## src/rtcs_pkg.sv

```systemverilog
// Shared constants for the seconds, status and compensation block
package rtcs_pkg;

    // ********************************************
    // Bus geometry
    // ********************************************
    localparam int ADDR_W = 3;
    localparam int DATA_W = 16;

    // ********************************************
    // Register offsets
    // ********************************************
    localparam logic [2:0] OFS_STATUS  = 3'h0;
    localparam logic [2:0] OFS_CCR     = 3'h1;
    localparam logic [2:0] OFS_COUNT   = 3'h2;
    localparam logic [2:0] OFS_MODULO  = 3'h3;
    localparam logic [2:0] OFS_SECONDS = 3'h4;
    localparam logic [2:0] OFS_IRQ_EN  = 3'h5;
    localparam logic [2:0] OFS_PROTECT = 3'h6;

    // ********************************************
    // Status and enable bit positions
    // ********************************************
    localparam int BIT_BUSY   = 7;
    localparam int BIT_HOUR   = 5;
    localparam int BIT_MINUTE = 4;
    localparam int BIT_SECOND = 3;
    localparam int BIT_COMP   = 2;
    localparam int BIT_TICK   = 0;
    localparam logic [7:0] FLAG_MASK = 8'h3d;

    // ********************************************
    // Compensation config fields and periods
    // ********************************************
    localparam int CCS_MSB = 7;
    localparam int CCS_LSB = 6;
    localparam int Q_MSB   = 5;
    localparam logic [5:0] COMP_PER_5S  = 6'h05;
    localparam logic [5:0] COMP_PER_15S = 6'h0f;
    localparam logic [5:0] COMP_PER_30S = 6'h1e;
    localparam logic [5:0] COMP_PER_60S = 6'h3c;

    // ********************************************
    // Seconds range and reset values
    // ********************************************
    localparam logic [5:0]  SEC_MAX     = 6'h3b;
    localparam logic [5:0]  SEC_ONE     = 6'h01;
    localparam logic [15:0] COUNT_RESET = 16'h0000;
    localparam logic [15:0] COUNT_ONE   = 16'h0001;

    typedef enum logic [1:0] {
        RTCS_PH_START = 2'b00,
        RTCS_PH_LOAD  = 2'b01,
        RTCS_PH_RUN   = 2'b10
    } rtcs_phase_e;

endpackage

```

## src/rtcs_comp_if.sv

```systemverilog
// Link between the register/counter core and the compensation sequencer
`timescale 1ns/10ps
interface rtcs_comp_if;
    logic        sec_pulse;
    logic        comp_en;
    logic [15:0] mod_live;
    logic [7:0]  ccr_live;
    logic        busy;
    logic        plus_one;
    logic        comp_last;
    logic [15:0] buf_mod;

    modport core (output sec_pulse, comp_en, mod_live, ccr_live,
                  input busy, plus_one, comp_last, buf_mod);
    modport comp (input sec_pulse, comp_en, mod_live, ccr_live,
                  output busy, plus_one, comp_last, buf_mod);
endinterface

```

## src/rtcs_core.sv

```systemverilog
// Status flags, compensation config, free-running counter and seconds
`timescale 1ns/10ps
// Notes on behaviour
// [RULE1] Busy set while buffers copy, then clears
// [RULE2] Busy blocks modulo and config writes
// [RULE3] Hour flag bit 5 on hour increment
// [RULE4] Minute flag bit 4 on minute increment
// [RULE5] Second flag bit 3 on second increment
// [RULE6] Compensation flag bit 2 at second before the final second
// [RULE7] Tick flag bit 0 on quarter ticks
// [RULE8] Write one clears flag; zero keeps
// [RULE9] Interrupt when enabled flag is set
// [RULE10] Reset clears all status bits
// [RULE11] Period select: 5, 15, 30, 60 seconds
// [RULE12] First Q seconds use modulo plus one
// [RULE13] Zero Q never uses modulo plus one
// [RULE14] Count register read-only, resets to zero
// [RULE15] Software reads count twice to confirm
// [RULE16] Modulo is count terminal, resets zero
// [RULE17] Seconds read harmless; write loads counter
// [RULE18] Seconds writes above 59 ignored
// [RULE19] Seconds wrap to zero after 59
// [RULE20] Protection rejects seconds writes
// [RULE21] Protection off after reset
// [RULE22] Each flag has own enable bit
// [RULE23] Hardware set wins over software clear
module rtcs_core
    import rtcs_pkg::*;
(
    // Clock and reset
    input  wire logic              clk,
    input  wire logic              srst,
    // Register port
    input  wire logic [ADDR_W-1:0] addr,
    input  wire logic [DATA_W-1:0] wdata,
    input  wire logic              wr,
    input  wire logic              rd,
    output logic      [DATA_W-1:0] rdata,
    // Time base
    input  wire logic              cnt_tick,
    input  wire logic              comp_enable,
    // Calendar neighbours
    input  wire logic              minute_inc,
    input  wire logic              hour_inc,
    output logic                   second_rollover,
    // Interrupt request
    output logic                   irq
);

    typedef struct packed {
        logic [15:0] cnt;
        logic [15:0] modulo;
        logic [7:0]  ccr;
        logic [5:0]  sec;
        logic [7:0]  flags;
        logic [7:0]  irq_en;
        logic        protect;
        logic [15:0] rdata;
        logic        rollover;
        logic        irq;
    } rtcs_core_s;

    rtcs_core_s  st;
    rtcs_core_s  next_st;
    rtcs_comp_if cif ();

    logic [16:0] terminal;
    logic        sec_pulse;
    logic        quarter;
    logic [7:0]  set_vec;
    logic [7:0]  clr_vec;
    logic [7:0]  status;
    logic        wr_status;
    logic        wr_sec;

    function automatic logic quarter_hit(input logic [15:0] c, input logic [15:0] m);
        quarter_hit = (c != COUNT_RESET)
                      && (c == (m >> 2) || c == (m >> 1) || c == ((m >> 1) + (m >> 2)));
    endfunction

    function automatic logic is_wr(input logic w, input logic [2:0] a, input logic [2:0] o);
        is_wr = w && (a == o);
    endfunction

    // ********************************************
    // Compensation sequencer
    // ********************************************
    rtcs_comp u_comp (
        .clk  (clk),
        .srst (srst),
        .cif  (cif.comp)
    );

    assign cif.sec_pulse = sec_pulse;
    assign cif.comp_en   = comp_enable;
    assign cif.mod_live  = st.modulo;
    assign cif.ccr_live  = st.ccr;

    // ********************************************
    // Counter terminal and events
    // ********************************************
    assign terminal  = {1'b0, cif.buf_mod} + {16'h0000, cif.plus_one}; // [RULE12]
    assign sec_pulse = cnt_tick && ({1'b0, st.cnt} == terminal); // [RULE16]
    assign quarter   = sec_pulse || (cnt_tick && quarter_hit(st.cnt, cif.buf_mod)); // [RULE7]
    assign status    = st.flags | ({7'h00, cif.busy} << BIT_BUSY);
    assign wr_status = is_wr(wr, addr, OFS_STATUS);
    assign wr_sec    = is_wr(wr, addr, OFS_SECONDS);

    always_comb
    begin
        set_vec = '0;
        set_vec[BIT_HOUR]   = hour_inc; // [RULE3]
        set_vec[BIT_MINUTE] = minute_inc; // [RULE4]
        set_vec[BIT_SECOND] = sec_pulse; // [RULE5]
        set_vec[BIT_COMP]   = cif.comp_last; // [RULE6]
        set_vec[BIT_TICK]   = quarter; // [RULE7]
        clr_vec = wr_status ? (wdata[7:0] & FLAG_MASK) : 8'h00; // [RULE8]
    end

    // ********************************************
    // Next state
    // ********************************************
    always_comb
    begin
        next_st          = st;
        next_st.rdata    = '0;
        next_st.rollover = 1'b0;

        // Free-running counter
        if (cnt_tick)
        begin
            if (sec_pulse)
                next_st.cnt = COUNT_RESET; // [RULE16]
            else
                next_st.cnt = st.cnt + COUNT_ONE;
        end

        // Seconds counter
        if (sec_pulse)
        begin
            if (st.sec == SEC_MAX)
            begin
                next_st.sec      = '0; // [RULE19]
                next_st.rollover = 1'b1;
            end
            else
            begin
                next_st.sec = st.sec + SEC_ONE;
            end
        end
        if (wr_sec && !st.protect && wdata <= 16'(SEC_MAX)) // [RULE18] [RULE20]
            next_st.sec = wdata[5:0]; // [RULE17]

        // Flags: set wins over clear
        next_st.flags = ((st.flags & ~clr_vec) | set_vec) & FLAG_MASK; // [RULE23] [RULE8]

        // Writable registers
        if (!cif.busy) // [RULE2]
        begin
            if (is_wr(wr, addr, OFS_CCR))
                next_st.ccr = wdata[7:0];
            if (is_wr(wr, addr, OFS_MODULO))
                next_st.modulo = wdata; // [RULE16]
        end
        if (is_wr(wr, addr, OFS_IRQ_EN))
            next_st.irq_en = wdata[7:0] & FLAG_MASK; // [RULE22]
        if (is_wr(wr, addr, OFS_PROTECT))
            next_st.protect = wdata[0];

        // Read port
        if (rd)
        begin
            unique case (addr)
                OFS_STATUS:  next_st.rdata = {8'h00, status};
                OFS_CCR:     next_st.rdata = {8'h00, st.ccr};
                OFS_COUNT:   next_st.rdata = st.cnt; // [RULE14]
                OFS_MODULO:  next_st.rdata = st.modulo;
                OFS_SECONDS: next_st.rdata = {10'h000, st.sec}; // [RULE17]
                OFS_IRQ_EN:  next_st.rdata = {8'h00, st.irq_en};
                OFS_PROTECT: next_st.rdata = {15'h0000, st.protect};
                default:     next_st.rdata = '0;
            endcase
        end

        next_st.irq = |(next_st.flags & next_st.irq_en); // [RULE9] [RULE22]
    end

    // ********************************************
    // State register
    // ********************************************
    always_ff @(posedge clk)
    begin
        if (srst)
            st <= '0; // [RULE10] [RULE14] [RULE21]
        else
            st <= next_st;
    end

    assign rdata           = st.rdata;
    assign second_rollover = st.rollover;
    assign irq             = st.irq;
endmodule // rtcs_core

```

## src/rtcs_comp.sv

```systemverilog
// Compensation sequencer with buffered modulo and config
`timescale 1ns/10ps
module rtcs_comp
    import rtcs_pkg::*;
(
    // Clock and reset
    input  wire logic clk,
    input  wire logic srst,
    // Core link
    rtcs_comp_if.comp cif
);

    typedef struct packed {
        rtcs_phase_e phase;
        logic [15:0] buf_mod;
        logic [7:0]  buf_ccr;
        logic [5:0]  sec_idx;
    } rtcs_comp_s;

    rtcs_comp_s st;
    rtcs_comp_s next_st;
    logic [5:0] last_idx;

    function automatic logic [5:0] period_of(input logic [1:0] ccs);
        unique case (ccs)
            2'b00: period_of = COMP_PER_5S;
            2'b01: period_of = COMP_PER_15S;
            2'b10: period_of = COMP_PER_30S;
            2'b11: period_of = COMP_PER_60S;
        endcase
    endfunction

    // ********************************************
    // Sequencing
    // ********************************************
    always_comb
    begin
        next_st  = st;
        last_idx = period_of(st.buf_ccr[CCS_MSB:CCS_LSB]) - SEC_ONE; // [RULE11]
        unique case (st.phase)
            RTCS_PH_START: next_st.phase = RTCS_PH_LOAD;
            RTCS_PH_LOAD:
            begin
                next_st.buf_mod = cif.mod_live; // [RULE1]
                next_st.buf_ccr = cif.ccr_live;
                next_st.phase   = RTCS_PH_RUN;
            end
            RTCS_PH_RUN: next_st.phase = RTCS_PH_RUN;
            default: next_st.phase = RTCS_PH_START;
        endcase
        if (cif.sec_pulse)
        begin
            if (st.sec_idx >= last_idx)
            begin
                next_st.sec_idx = '0;
                next_st.phase   = RTCS_PH_LOAD;
            end
            else
            begin
                next_st.sec_idx = st.sec_idx + SEC_ONE;
            end
        end
    end

    always_ff @(posedge clk)
    begin
        if (srst)
            st <= '0;
        else
            st <= next_st;
    end

    assign cif.busy      = (st.phase == RTCS_PH_LOAD); // [RULE1]
    assign cif.buf_mod   = st.buf_mod;
    assign cif.plus_one  = cif.comp_en && (st.sec_idx < st.buf_ccr[Q_MSB:0]); // [RULE12] [RULE13]
    assign cif.comp_last = cif.comp_en && cif.sec_pulse
                           && (st.sec_idx == last_idx - SEC_ONE); // [RULE6]
endmodule // rtcs_comp

```

## config.mk

```make
export PLATFORM = sky130hd
export DESIGN_NAME = rtcs_core
export DESIGN_NICKNAME = d
export VERILOG_FILES = /design/src/rtcs_pkg.sv /design/src/rtcs_comp_if.sv /design/src/rtcs_core.sv /design/src/rtcs_comp.sv
export SDC_FILE = /design/constraint.sdc
export NUM_CORES = 1
export LEC_CHECK = 0
export BUFFER_PORTS_ARGS = -buffer_cell sky130_fd_sc_hd__buf_4
export CORE_MARGIN = 2
export CORE_UTILIZATION = 50
export CTS_CLUSTER_DIAMETER = 120
export DETAILED_ROUTE_END_ITERATION = 8
export HOLD_SLACK_MARGIN = 0.08
export PLACE_DENSITY = 0.75
export SKIP_CTS_REPAIR_TIMING = 1
export SLEW_MARGIN = 40
export SYNTH_ARGS = -nofsm -noshare
export SYNTH_HDL_FRONTEND = slang
export SYNTH_SLANG_ARGS = --single-unit
```

## constraint.sdc

```tcl
create_clock -name clk -period 5.7 [get_ports clk]
set_input_delay 0.855 -clock clk [delete_from_list [all_inputs] [get_ports clk]]
set_output_delay 0.855 -clock clk [all_outputs]
set_load 0.005 [all_outputs]
```

# Yosys cells after proc, flatten, opt, wreduce, memory -nomap -nowiden
# Index checks and enable logic that the tools add are counted.
[classes] add_sub_neg=7 n_lt_le_gt_ge=3 eq_ne=17 muxes=13 bitwise=8 n_reduce_logical=29
[ops] op="$pmux 16 s7" n=1
[ops] op="$mux 6" n=5
[ops] op="$pmux 6 s4" n=1
[ops] op="$add 16x1->17" n=1
[ops] op="$eq 16x17->1" n=1
[ops] op="$add 15x14->16" n=1
[ops] op="$add 16x1->16 const B" n=1
[ops] op="$eq 16x14->1" n=1
[ops] op="$eq 16x15->1" n=1
[ops] op="$eq 16x16->1" n=1
[ops] op="$le 16x6->1 const B" n=1
[ops] op="$mux 16" n=1
[ops] op="$reduce_bool 16->1" n=1
[ops] op="$logic_and 1x1->1" n=14
[ops] op="$add 6x1->6 const B" n=2
[ops] op="$sub 6x1->6 const B" n=2
[ops] op="$eq 3x3->1 const B" n=3
[ops] op="$and 6x8->8" n=1
[ops] op="$mux 8" n=1
[ops] op="$or 6x8->8" n=1
[ops] op="$reduce_or 8->1" n=1
[ops] op="$and 6x6->6" n=1
[ops] op="$eq 2x2->1 const B" n=3
[ops] op="$eq 3x2->1 const B" n=2
[ops] op="19 further kinds" n=29
[word_totals] regBits=110 word_cells=91

# Longest topological paths before layout
# Gate-level depths: netlist (run 1).
[logic_depth] ltp_word=10 depth_mapped=20 depth_no_buf=19

# Modules after synthesis
# Synthesis (run 1) repeated with hierarchy kept, for this count alone.
[unflattened] hier_cells=794 area_unflattened_um2=7020.5
[modules_own_cells] module="rtcs_core" n_inst=1 cells_each=617 area_per_inst_um2=5306.3 seq_area_each_um2=1501.4
[modules_own_cells] module="rtcs_comp" n_inst=1 cells_each=177 area_per_inst_um2=1714.1 seq_area_each_um2=640.6

# Worst setup path after synthesis (run 1)
# Ideal clock, no wire load.
[synth_timing] path_kind="flip-flop to flip-flop" startpoint="register u_comp.st[1] (netlist bit)" endpoint="register st[70] (netlist bit)" setup_time_ns=0.117 t_arrival_ns=3.599 required_ns=5.583 path_slack_ns=1.984 path_stages_with_launch=20 n_path_buf=2 path_cell_list="dfxtp_1 > ha_1 > a21boi_0 > o21ai_0 > nand2b_1 > a21oi_1 > nor2b_1 > o21ai_0 > and3b_1 > ha_1 > ha_1 > xor2_1 > a2111o_1 > nor4_1 > nand3b_1 > nor3_2 > or2_0 > clkbuf_1 > buf_2 > nor2_1"
[synth_between] elab_chain_len=6
[synth_lines] item="from (decl)" line_no="rtcs_comp.sv:20" text="rtcs_comp_s st;"
[synth_lines] item="from (signal assigned)" line_no="rtcs_comp.sv:70" text="st <= next_st;"
[synth_lines] item="$lt 6x6->1" line_no="rtcs_comp.sv:75" text="assign cif.plus_one = cif.comp_en && (st.sec_idx < st.buf_ccr[Q_MSB:0]);"
[synth_lines] item="$logic_and 1x1->1" line_no="rtcs_comp.sv:75"
[synth_lines] item="$add 16x1->17" line_no="rtcs_core.sv:102" text="assign terminal = {1'b0, cif.buf_mod} + {16'h0000, cif.plus_one};"
[synth_lines] item="$eq 16x17->1" line_no="rtcs_core.sv:103" text="assign sec_pulse = cnt_tick && ({1'b0, st.cnt} == terminal);"
[synth_lines] item="$logic_and 1x1->1" line_no="rtcs_core.sv:103"
[synth_lines] item="$mux 16" line_no="rtcs_core.sv:132" text="if (sec_pulse)"
[synth_lines] item="to (signal assigned)" line_no="rtcs_core.sv:196" text="st <= next_st;"
[synth_lines] item="to (decl)" line_no="rtcs_core.sv:63" text="rtcs_core_s st;"
# Every way passes these cells.
# A chain may end at the register's enable or synchronous reset.

# Worst setup path after layout (run 1)
[layout_timing] startpoint="register u_comp.st[1] (netlist bit)" endpoint="register st[76] (netlist bit)"
# Same word-level chain as after synthesis.

==> qor.yml, run 1 <==
run_status:
  status: "finished, final reports clean"
floorplan:
  vertical_die_dimension_um: 122
  initial_core_util: 0.507
  horiz_die_dim_um: 122
  design.die.area_sq_um: 14900
  io_pins: 45
  row_count: 43
  core_region_area_sq_um: 13700
drt:
  postRouteWirelength_mm: 17.6
  final_antenna_net_count: 0
  detailroute.via_count: 5827
  post_drt_via_cell_ratio: 5.83
  drtPass1Iterations: 5
  wire_per_inst_um: 17.6
  detail_route.drc_violations: 0
  drt_iter0_markers: 574
global_routing:
  grt_first_pass_wirelength_mm: 27.9
  grt_antenna_before_repair: 0
  grt_usage: 0.237
  grt_pass1_vias: 5344
  grt_start_max_net_pins: 74
  grt_remaining_overflow: 0
worst_setup_path:
  critical_path.n_buffers_inverters: 0
  timing.critical_path.cells: "ha_1, a21boi_0, o21ai_0, nand2b_1, a21oi_1, nor2b_1, o21ai_0, and3b_1, ha_1, ha_1, xor2_1, a2111o_1, nor4_1, nand3b_1, nor3_2, or2_1, nor2_1"
  critical-path-top-delay-family: "simple AND/OR/NAND/NOR gates"
  cpMaxStageDelayCell: "or2_1"
  cp_data_required_time_ps: 5920
  cp_data_arrival_time_ps: 4530
  most_frequent_cell_on_critical_path: "ha_1"
  setup.worst_path.start_class: "flop"
  kind_of_end_point_of_the_critical_path: "flop"
  worstSetupPathType: "flop to flop"
  cpPeakStageDelay_ps: 510
  worstPathMaxFanout: 14
sta:
  setup_viol_count_final: 0
  final.min_clock_period_ps: 4310
  timing.final.max_slew_violations: 0
  clock.fmax_mhz: 232
  slew_at_the_pin_closest_to_its_max_slew_limit_ps: 769
  timing.final.crit_share: 0.756
  timing.hold.ws_ps: 497
  maxSlewHeadroom: 0.487
  finalSetupTns_ps: 0
  finalHoldViolations: 0
  rsz_0062_raised_after_global_routing: "false"
  final.setup_skew_ps: 8.93
yosys:
  post_synth_instance_area_sq_um: 6950
  count_of_flip_flops_with_a_built_in_enable_after_synthesis: 0
  synthCells: 820
  synth-seq-cells: 107
  dominantRegCellSynth: "dfxtp_1"
  post_synth.cell_area_avg_sq_um: 8.48
  async_flop_share: 0
  synth_sequential_area_ratio: 0.308
  ys_types: 65
  syn-num-nets: 886
  synth_warnings: 0
finish:
  syn_to_final_growth_pct: 8.37
  multiInputGateArea_sq_um: 4390
  count_of_fill_cells_added_during_filler_insertion: 1262
  regArea_sq_um: 2140
  num_antenna_cells: 0
  fraction_of_layout_cells_with_a_size_suffix_above_1: 0.0977
  layout.nets: 880
clock_tree:
  cts_htree_levels: 3
  cts_made_buffers: 9
  cts.sinks: 107
  cts.root.buffer_cell: "clkbuf_16"
  tritoncts_clock_tree: "built"
  insertion_delay_ps: 360
  clkSlewWorstSetupHoldPaths_ps: 70
  clk_path_buf_depth: 2
power_and_ir_drop:
  power.ir.vdd_worst_mv: 0.160
  static-leakage-power_nw: 3.26
  cellPowerDensity_nw_per_um2: 224
placed_design:
  count_of_port_buffers_added_during_placement: 44
  half_perimeter_wire_length_after_detailed_placement_mm: 12.9
  finalWeightedCongestion: 0.933
worst_hold_path:
  hp-class: "flop to flop"
job:
  number_of_max_cap_violations: 0
-- flip-flops by register name, summed over array words and instances (netlist names) --
signal              flops
second_rollover         1
u_comp.st              16
rdata                  16
irq                     1
st                     33
cif.mod_live           16
u_comp.cif.buf_mod     16
cif.ccr_live            8
-- through the flow --
stage | worst slack, ps | total power (W) | cell area [sq um] | util | std cells
finish | 1390 | 0.00169 | 7530 | 0.549 | 999
global route | 1070 | 0.00174 | 7530 | 0.549 | 999
CTS | 1160 | 0.00169 | 7530 | 0.549 | 999
detailed placement | 1190 | 0.00105 | 7220 | 0.526 | 983
global placement | 1330 | 0.00104 | 7190 | 0.524 | 981
floorplan | 1980 | 0.000976 | 6950 | - | 820
-- cell type report --
class / instances / share of cell area
inverter: 29 / 0.0144
sequential: 107 / 0.284
timing repair buffer: 47 / 0.0468
tap: 180 / 0.0299
clock inverter: 7 / 0.0116
clock buffer: 9 / 0.0299
multi-input combinational: 620 / 0.583
-- report_power, final --
group	total [W]	internal (W)	switching, W
combinational	0.000244	0.000105	0.000139
sequential	0.000791	0.000768	0.0000235
clock	0.000651	0.000348	0.000303
total	0.00169	0.00122	0.000466
-- placed cells by master (no fill, tap or decap), types with 4 or more instances in the layout --
cell,n
and4_1,4
nand2_1,39
nand3_1,21
nor3_1,18
a211oi_1,10
ha_1,38
buf_4,47
or4_1,5
a211o_1,4
nand4_1,17
nand2b_1,5
nand3b_1,6
mux2i_1,74
o21a_1,6
a221oi_1,4
o21ai_0,17
clkbuf_16,9
xnor2_1,41
a21oi_1,31
a21o_1,7
nor2_1,133
inv_1,28
a22oi_1,4
nor2b_1,5
and3_1,6
o211ai_1,7
dfxtp_1,107
xor2_1,46
or3_1,6
nor4_1,10
-- routing by layer --
metal	track usage	vias to the layer above	routed length [um]
li1	-	2843	-
met1	0.322	2746	8040
met2	0.389	205	8140
met3	0.0407	33	1070
met4	0.0632	0	313
met5	0	-	0
-- worst register-to-register path, delay by kind of cell, from the launching register on --
kind | cells | cell delay (ps)
adder cells (fa/ha/maj) | 3 | 700
XOR/XNOR | 1 | 150
flip-flops | 1 | 440
AO/OA/AOI/OAI | 5 | 940
AND/OR/NAND/NOR | 8 | 1940
-- logic make-up after synthesis --
group | Yosys count | synth area share
muxes | 80 | 0.121
buffers and inverters | 93 | 0.0619
AOI/OAI and AO/OA | 115 | 0.114
and+or+nand+nor | 298 | 0.212
DFF | 107 | 0.308
adders and majority gates | 39 | 0.0713
xor gates and xnor gates | 88 | 0.112
-- cell usage after synthesis, drive strengths merged, types with 17 or more instances --
cell type  instances  area share
dfxtp            107        0.31
nand2             39       0.021
nand3             21       0.015
xor2              47       0.060
ha                38       0.068
o21ai             20       0.014
buf               36       0.031
clkbuf            28       0.015
nand4             17       0.015
xnor2             41       0.052
nor2             133       0.072
mux2i             74        0.11
nor3              20       0.016
a21oi             32       0.024
inv               28       0.015
-- worst paths after layout --
path                             startpoint                   endpoint  slack, ps  cells past startpoint
setup / recovery  u_comp.st[1]$_SDFFE_PP0N_        st[76]$_SDFFE_PP0P_       1390                     17
hold / removal    u_comp.st[9]$_SDFFE_PP0N_  u_comp.st[9]$_SDFFE_PP0N_        500                      2
setup reg to reg  u_comp.st[1]$_SDFFE_PP0N_        st[76]$_SDFFE_PP0P_       1390                     17
hold reg to reg   u_comp.st[9]$_SDFFE_PP0N_  u_comp.st[9]$_SDFFE_PP0N_        500                      2
No activity file was read; power rests on OpenSTA's default activity.
==> run 2, diff against run 1 <==
--- a/config.mk
+++ b/config.mk
@@ -5,13 +5,14 @@
 export SDC_FILE = /design/constraint.sdc
 export NUM_CORES = 1
 export LEC_CHECK = 0
+export ABC_AREA = 1
 export BUFFER_PORTS_ARGS = -buffer_cell sky130_fd_sc_hd__buf_4
 export CORE_MARGIN = 2
 export CORE_UTILIZATION = 50
 export CTS_CLUSTER_DIAMETER = 120
 export DETAILED_ROUTE_END_ITERATION = 8
 export HOLD_SLACK_MARGIN = 0.08
-export PLACE_DENSITY = 0.75
+export PLACE_DENSITY = 0.77
 export SKIP_CTS_REPAIR_TIMING = 1
 export SLEW_MARGIN = 40
 export SYNTH_ARGS = -nofsm -noshare
==> constraint.sdc (replaced) <==
create_clock -name clk -period 3.75 [get_ports clk]
set_input_delay 0.5625 -clock clk [delete_from_list [all_inputs] [get_ports clk]]
set_output_delay 0.5625 -clock clk [all_outputs]
set_load 0.005 [all_outputs]
==> qor.yml, run 2 <==
run_status:
  status: "finished, final reports clean"
job:
  number_of_max_cap_violations: 0  # unchanged
drt:
  drt_iter0_markers: 808  # +41%
  drtPass1Iterations: 8  # +3
  detailroute.via_count: 7371  # +26%
  wire_per_inst_um: 16.3  # -7.1%
  detail_route.drc_violations: 0  # unchanged
  postRouteWirelength_mm: 21.3  # +21%
  final_antenna_net_count: 0  # unchanged
  post_drt_via_cell_ratio: 5.66  # -3.0%
sta:
  finalHoldViolations: 0  # unchanged
  maxSlewHeadroom: 0.503  # +0.0158
  final.min_clock_period_ps: 3570  # -738 ps
  timing.final.crit_share: 0.953  # +0.196
  post-route-worst-setup-slack_ps: 178  # -1210 ps
  clock.fmax_mhz: 280  # +21%
  finalSetupTns_ps: 0  # unchanged
  final.setup_skew_ps: 7.32  # -1.61 ps
  setup_viol_count_final: 0  # unchanged
  slew_at_the_pin_closest_to_its_max_slew_limit_ps: 746  # -23.6 ps
  timing.final.max_slew_violations: 0  # unchanged
global_routing:
  grt_remaining_overflow: 0  # unchanged
  grt_usage: 0.263  # +0.0257
  grt_start_max_net_pins: 61  # -18%
  grt_first_pass_wirelength_mm: 33.5  # +20%
  grt_antenna_before_repair: 0  # unchanged
  grt_pass1_vias: 6652  # +24%
clock_tree:
  tritoncts_clock_tree: "built"
  cts.root.buffer_cell: "clkbuf_16"
  insertion_delay_ps: 350  # about the same
  cts.sinks: 107  # unchanged
  cts_htree_levels: 3  # unchanged
  clk_path_buf_depth: 2  # unchanged
  clkSlewWorstSetupHoldPaths_ps: 70  # about the same
  cts_made_buffers: 9  # unchanged
placed_design:
  half_perimeter_wire_length_after_detailed_placement_mm: 16.1  # +25%
  post-place-cells: 1280  # +30%
  count_of_port_buffers_added_during_placement: 44  # unchanged
  place_ws_ps: 33.5  # -1160 ps
  finalWeightedCongestion: 0.962  # +3.1%
finish:
  num_antenna_cells: 0  # unchanged
  max_flop_register: "st"
  multiInputGateArea_sq_um: 4370  # -0.51%
  layout.cells.most_common: "nand2_1"
  most-common-layout-cells: "nand2_1, inv_1, dfxtp_1, nor2_1, o21ai_0"
  count_of_fill_cells_added_during_filler_insertion: 1401  # +11%
  fraction_of_layout_cells_with_a_size_suffix_above_1: 0.108  # +0.0105
  syn_to_final_growth_pct: 10.5
  layout.nets: 1180  # +34%
  final-instance-count-excl-fill: 1303  # +30%
  largest_register_ffs: 33  # unchanged
  regArea_sq_um: 2140  # unchanged
yosys:
  synth-seq-cells: 107  # unchanged
  synth_sequential_area_ratio: 0.292  # -0.0158
  post_synth.cell_area_avg_sq_um: 6.69  # -21%
  post_synth_instance_area_sq_um: 7330  # +5.4%
  synth_most_common_cell: "nand2_1"
  synth_top_family_by_area: "simple AND/OR/NAND/NOR gates"
  synth_fa_ha_area_frac: 0.0676  # -0.00365
  synthCells: 1096  # +34%
  muxShareOfSynthArea: 0.00137  # -0.120
  synth_warnings: 0  # unchanged
  async_flop_share: 0  # unchanged
  synth_largest_type_area_fraction: 0.292  # -0.0158
  count_of_flip_flops_with_a_built_in_enable_after_synthesis: 0  # unchanged
  dominantRegCellSynth: "dfxtp_1"
  synthTopCellsByArea: "dfxtp_1, nand2_1, inv_1"
  synth_xor_xnor_area_share: 0.0651  # -0.0469
  syn-num-nets: 1162  # +31%
  synth_largest_area_cell: "dfxtp_1"
  synth.top_cells.by_count: "nand2_1, inv_1, dfxtp_1, nor2_1, o21ai_0"
  ys_types: 54  # -17%
  synth-compound-area-share: 0.158  # +0.0442
  synth_simple_gate_area_frac: 0.293  # +0.0809
floorplan:
  io_pins: 45  # unchanged
  design.die.area_sq_um: 15600  # +5.2%
  row_count: 44  # +2.3%
  horiz_die_dim_um: 125  # +2.6%
  initial_core_util: 0.508  # +0.00128
  vertical_die_dimension_um: 125  # +2.6%
  core_region_area_sq_um: 14400  # +5.1%
worst_setup_path:
  setup.worst_path.start_class: "flop"
  cpPeakStageDelay_ps: 320  # -190 ps
  cp_data_required_time_ps: 3980  # -1940 ps
  critical-path-top-delay-family: "simple AND/OR/NAND/NOR gates"
  critical_path.n_buffers_inverters: 3  # +3
  worstPathMaxFanout: 6  # -8
  timing.critical_path.cells: "inv_1, ha_1, a21boi_0, o21a_1, o21a_1, o21a_1, o21ai_1, nand2_1, nor2_2, ha_2, ha_4, nand2_4, nor2_8, nand2_4, nor2_4, xor2_2, nand2_1, nor2_4, buf_4, nand4_2, buf_4, nand2_1, a21oi_1"
  cp_data_arrival_time_ps: 3800  # -730 ps
  r2r_cells: 23  # +6
  kind_of_end_point_of_the_critical_path: "flop"
  cpMaxStageDelayCell: "dfxtp_1"
  worstSetupPathType: "flop to flop"
  total_number_of_cells_along_the_worst_setup_path: 23  # +6
worst_hold_path:
  worstHoldPathCells: 3  # +1
  hp-class: "input port to flop"
power_and_ir_drop:
  static-leakage-power_nw: 3.78  # +16%
  totalPowerFinal_w: 0.00333  # +97%
  power.ir.vdd_worst_mv: 0.344  # +120%
  cellPowerDensity_nw_per_um2: 411  # +84%
-- run 2: final cells by class --
class                   count  share of cell area
repair buffers             59              0.0552
clock buffers               9              0.0278
multi-input cells         776               0.540
inverters                 161              0.0747
flip-flops and latches    107               0.265
well taps                 184              0.0284
clock inverters             7             0.00958
-- run 2: logic make-up after synthesis --
logic type | count (synthesis)
buffers and inverters | 214
adders and majority gates | 39
and+or+nand+nor | 478
muxes | 1
AOI/OAI and AO/OA | 205
DFF | 107
xor gates and xnor gates | 52
-- run 2: worst reg2reg max path, delay by kind of cell (launching register included) --
family	cells	cell delay (ps)
buf+inv	3	410
xor+xnor	1	200
flops	1	320
simple gates	10	1120
fa+ha+maj	3	640
compound gates	6	780
-- run 2: final timing paths --
check | startpoint | endpoint | slack (ps)
min reg2reg | u_comp.st[7]$_SDFFE_PP0N_ | u_comp.st[7]$_SDFFE_PP0N_ | 480
min | hour_inc | st[32]$_SDFF_PP0_ | 430
max | u_comp.st[7]$_SDFFE_PP0N_ | st[65]$_SDFFE_PP0P_ | 180
max reg2reg | u_comp.st[7]$_SDFFE_PP0N_ | st[65]$_SDFFE_PP0P_ | 180
-- run 2: layer usage --
metal  GRT usage  part of all wire  routed length (um)  up-vias
li1            -                 -                   -     3607
met1       0.354              0.42                8950     3355
met2       0.434              0.46                9870      351
met3      0.0317             0.083                1770       58
met4      0.0974             0.032                 674        0
met5           0                 0                   0        -
-- run 2: report_power, final --
group / leakage, nW / switching [W] / internal (W)
Clock: 0.146 / 0.000441 / 0.000523
Sequential: 0.870 / 0.0000919 / 0.00121
Combinational: 2.76 / 0.000660 / 0.000405
-- run 2: through the flow --
stage	instance area, sq um	util	hold WS, ps
floorplan	7330	-	437
global placement	7660	0.531	448
detailed placement	7660	0.531	470
CTS	7960	0.552	432
global route	8100	0.561	446
finish	8100	0.561	434
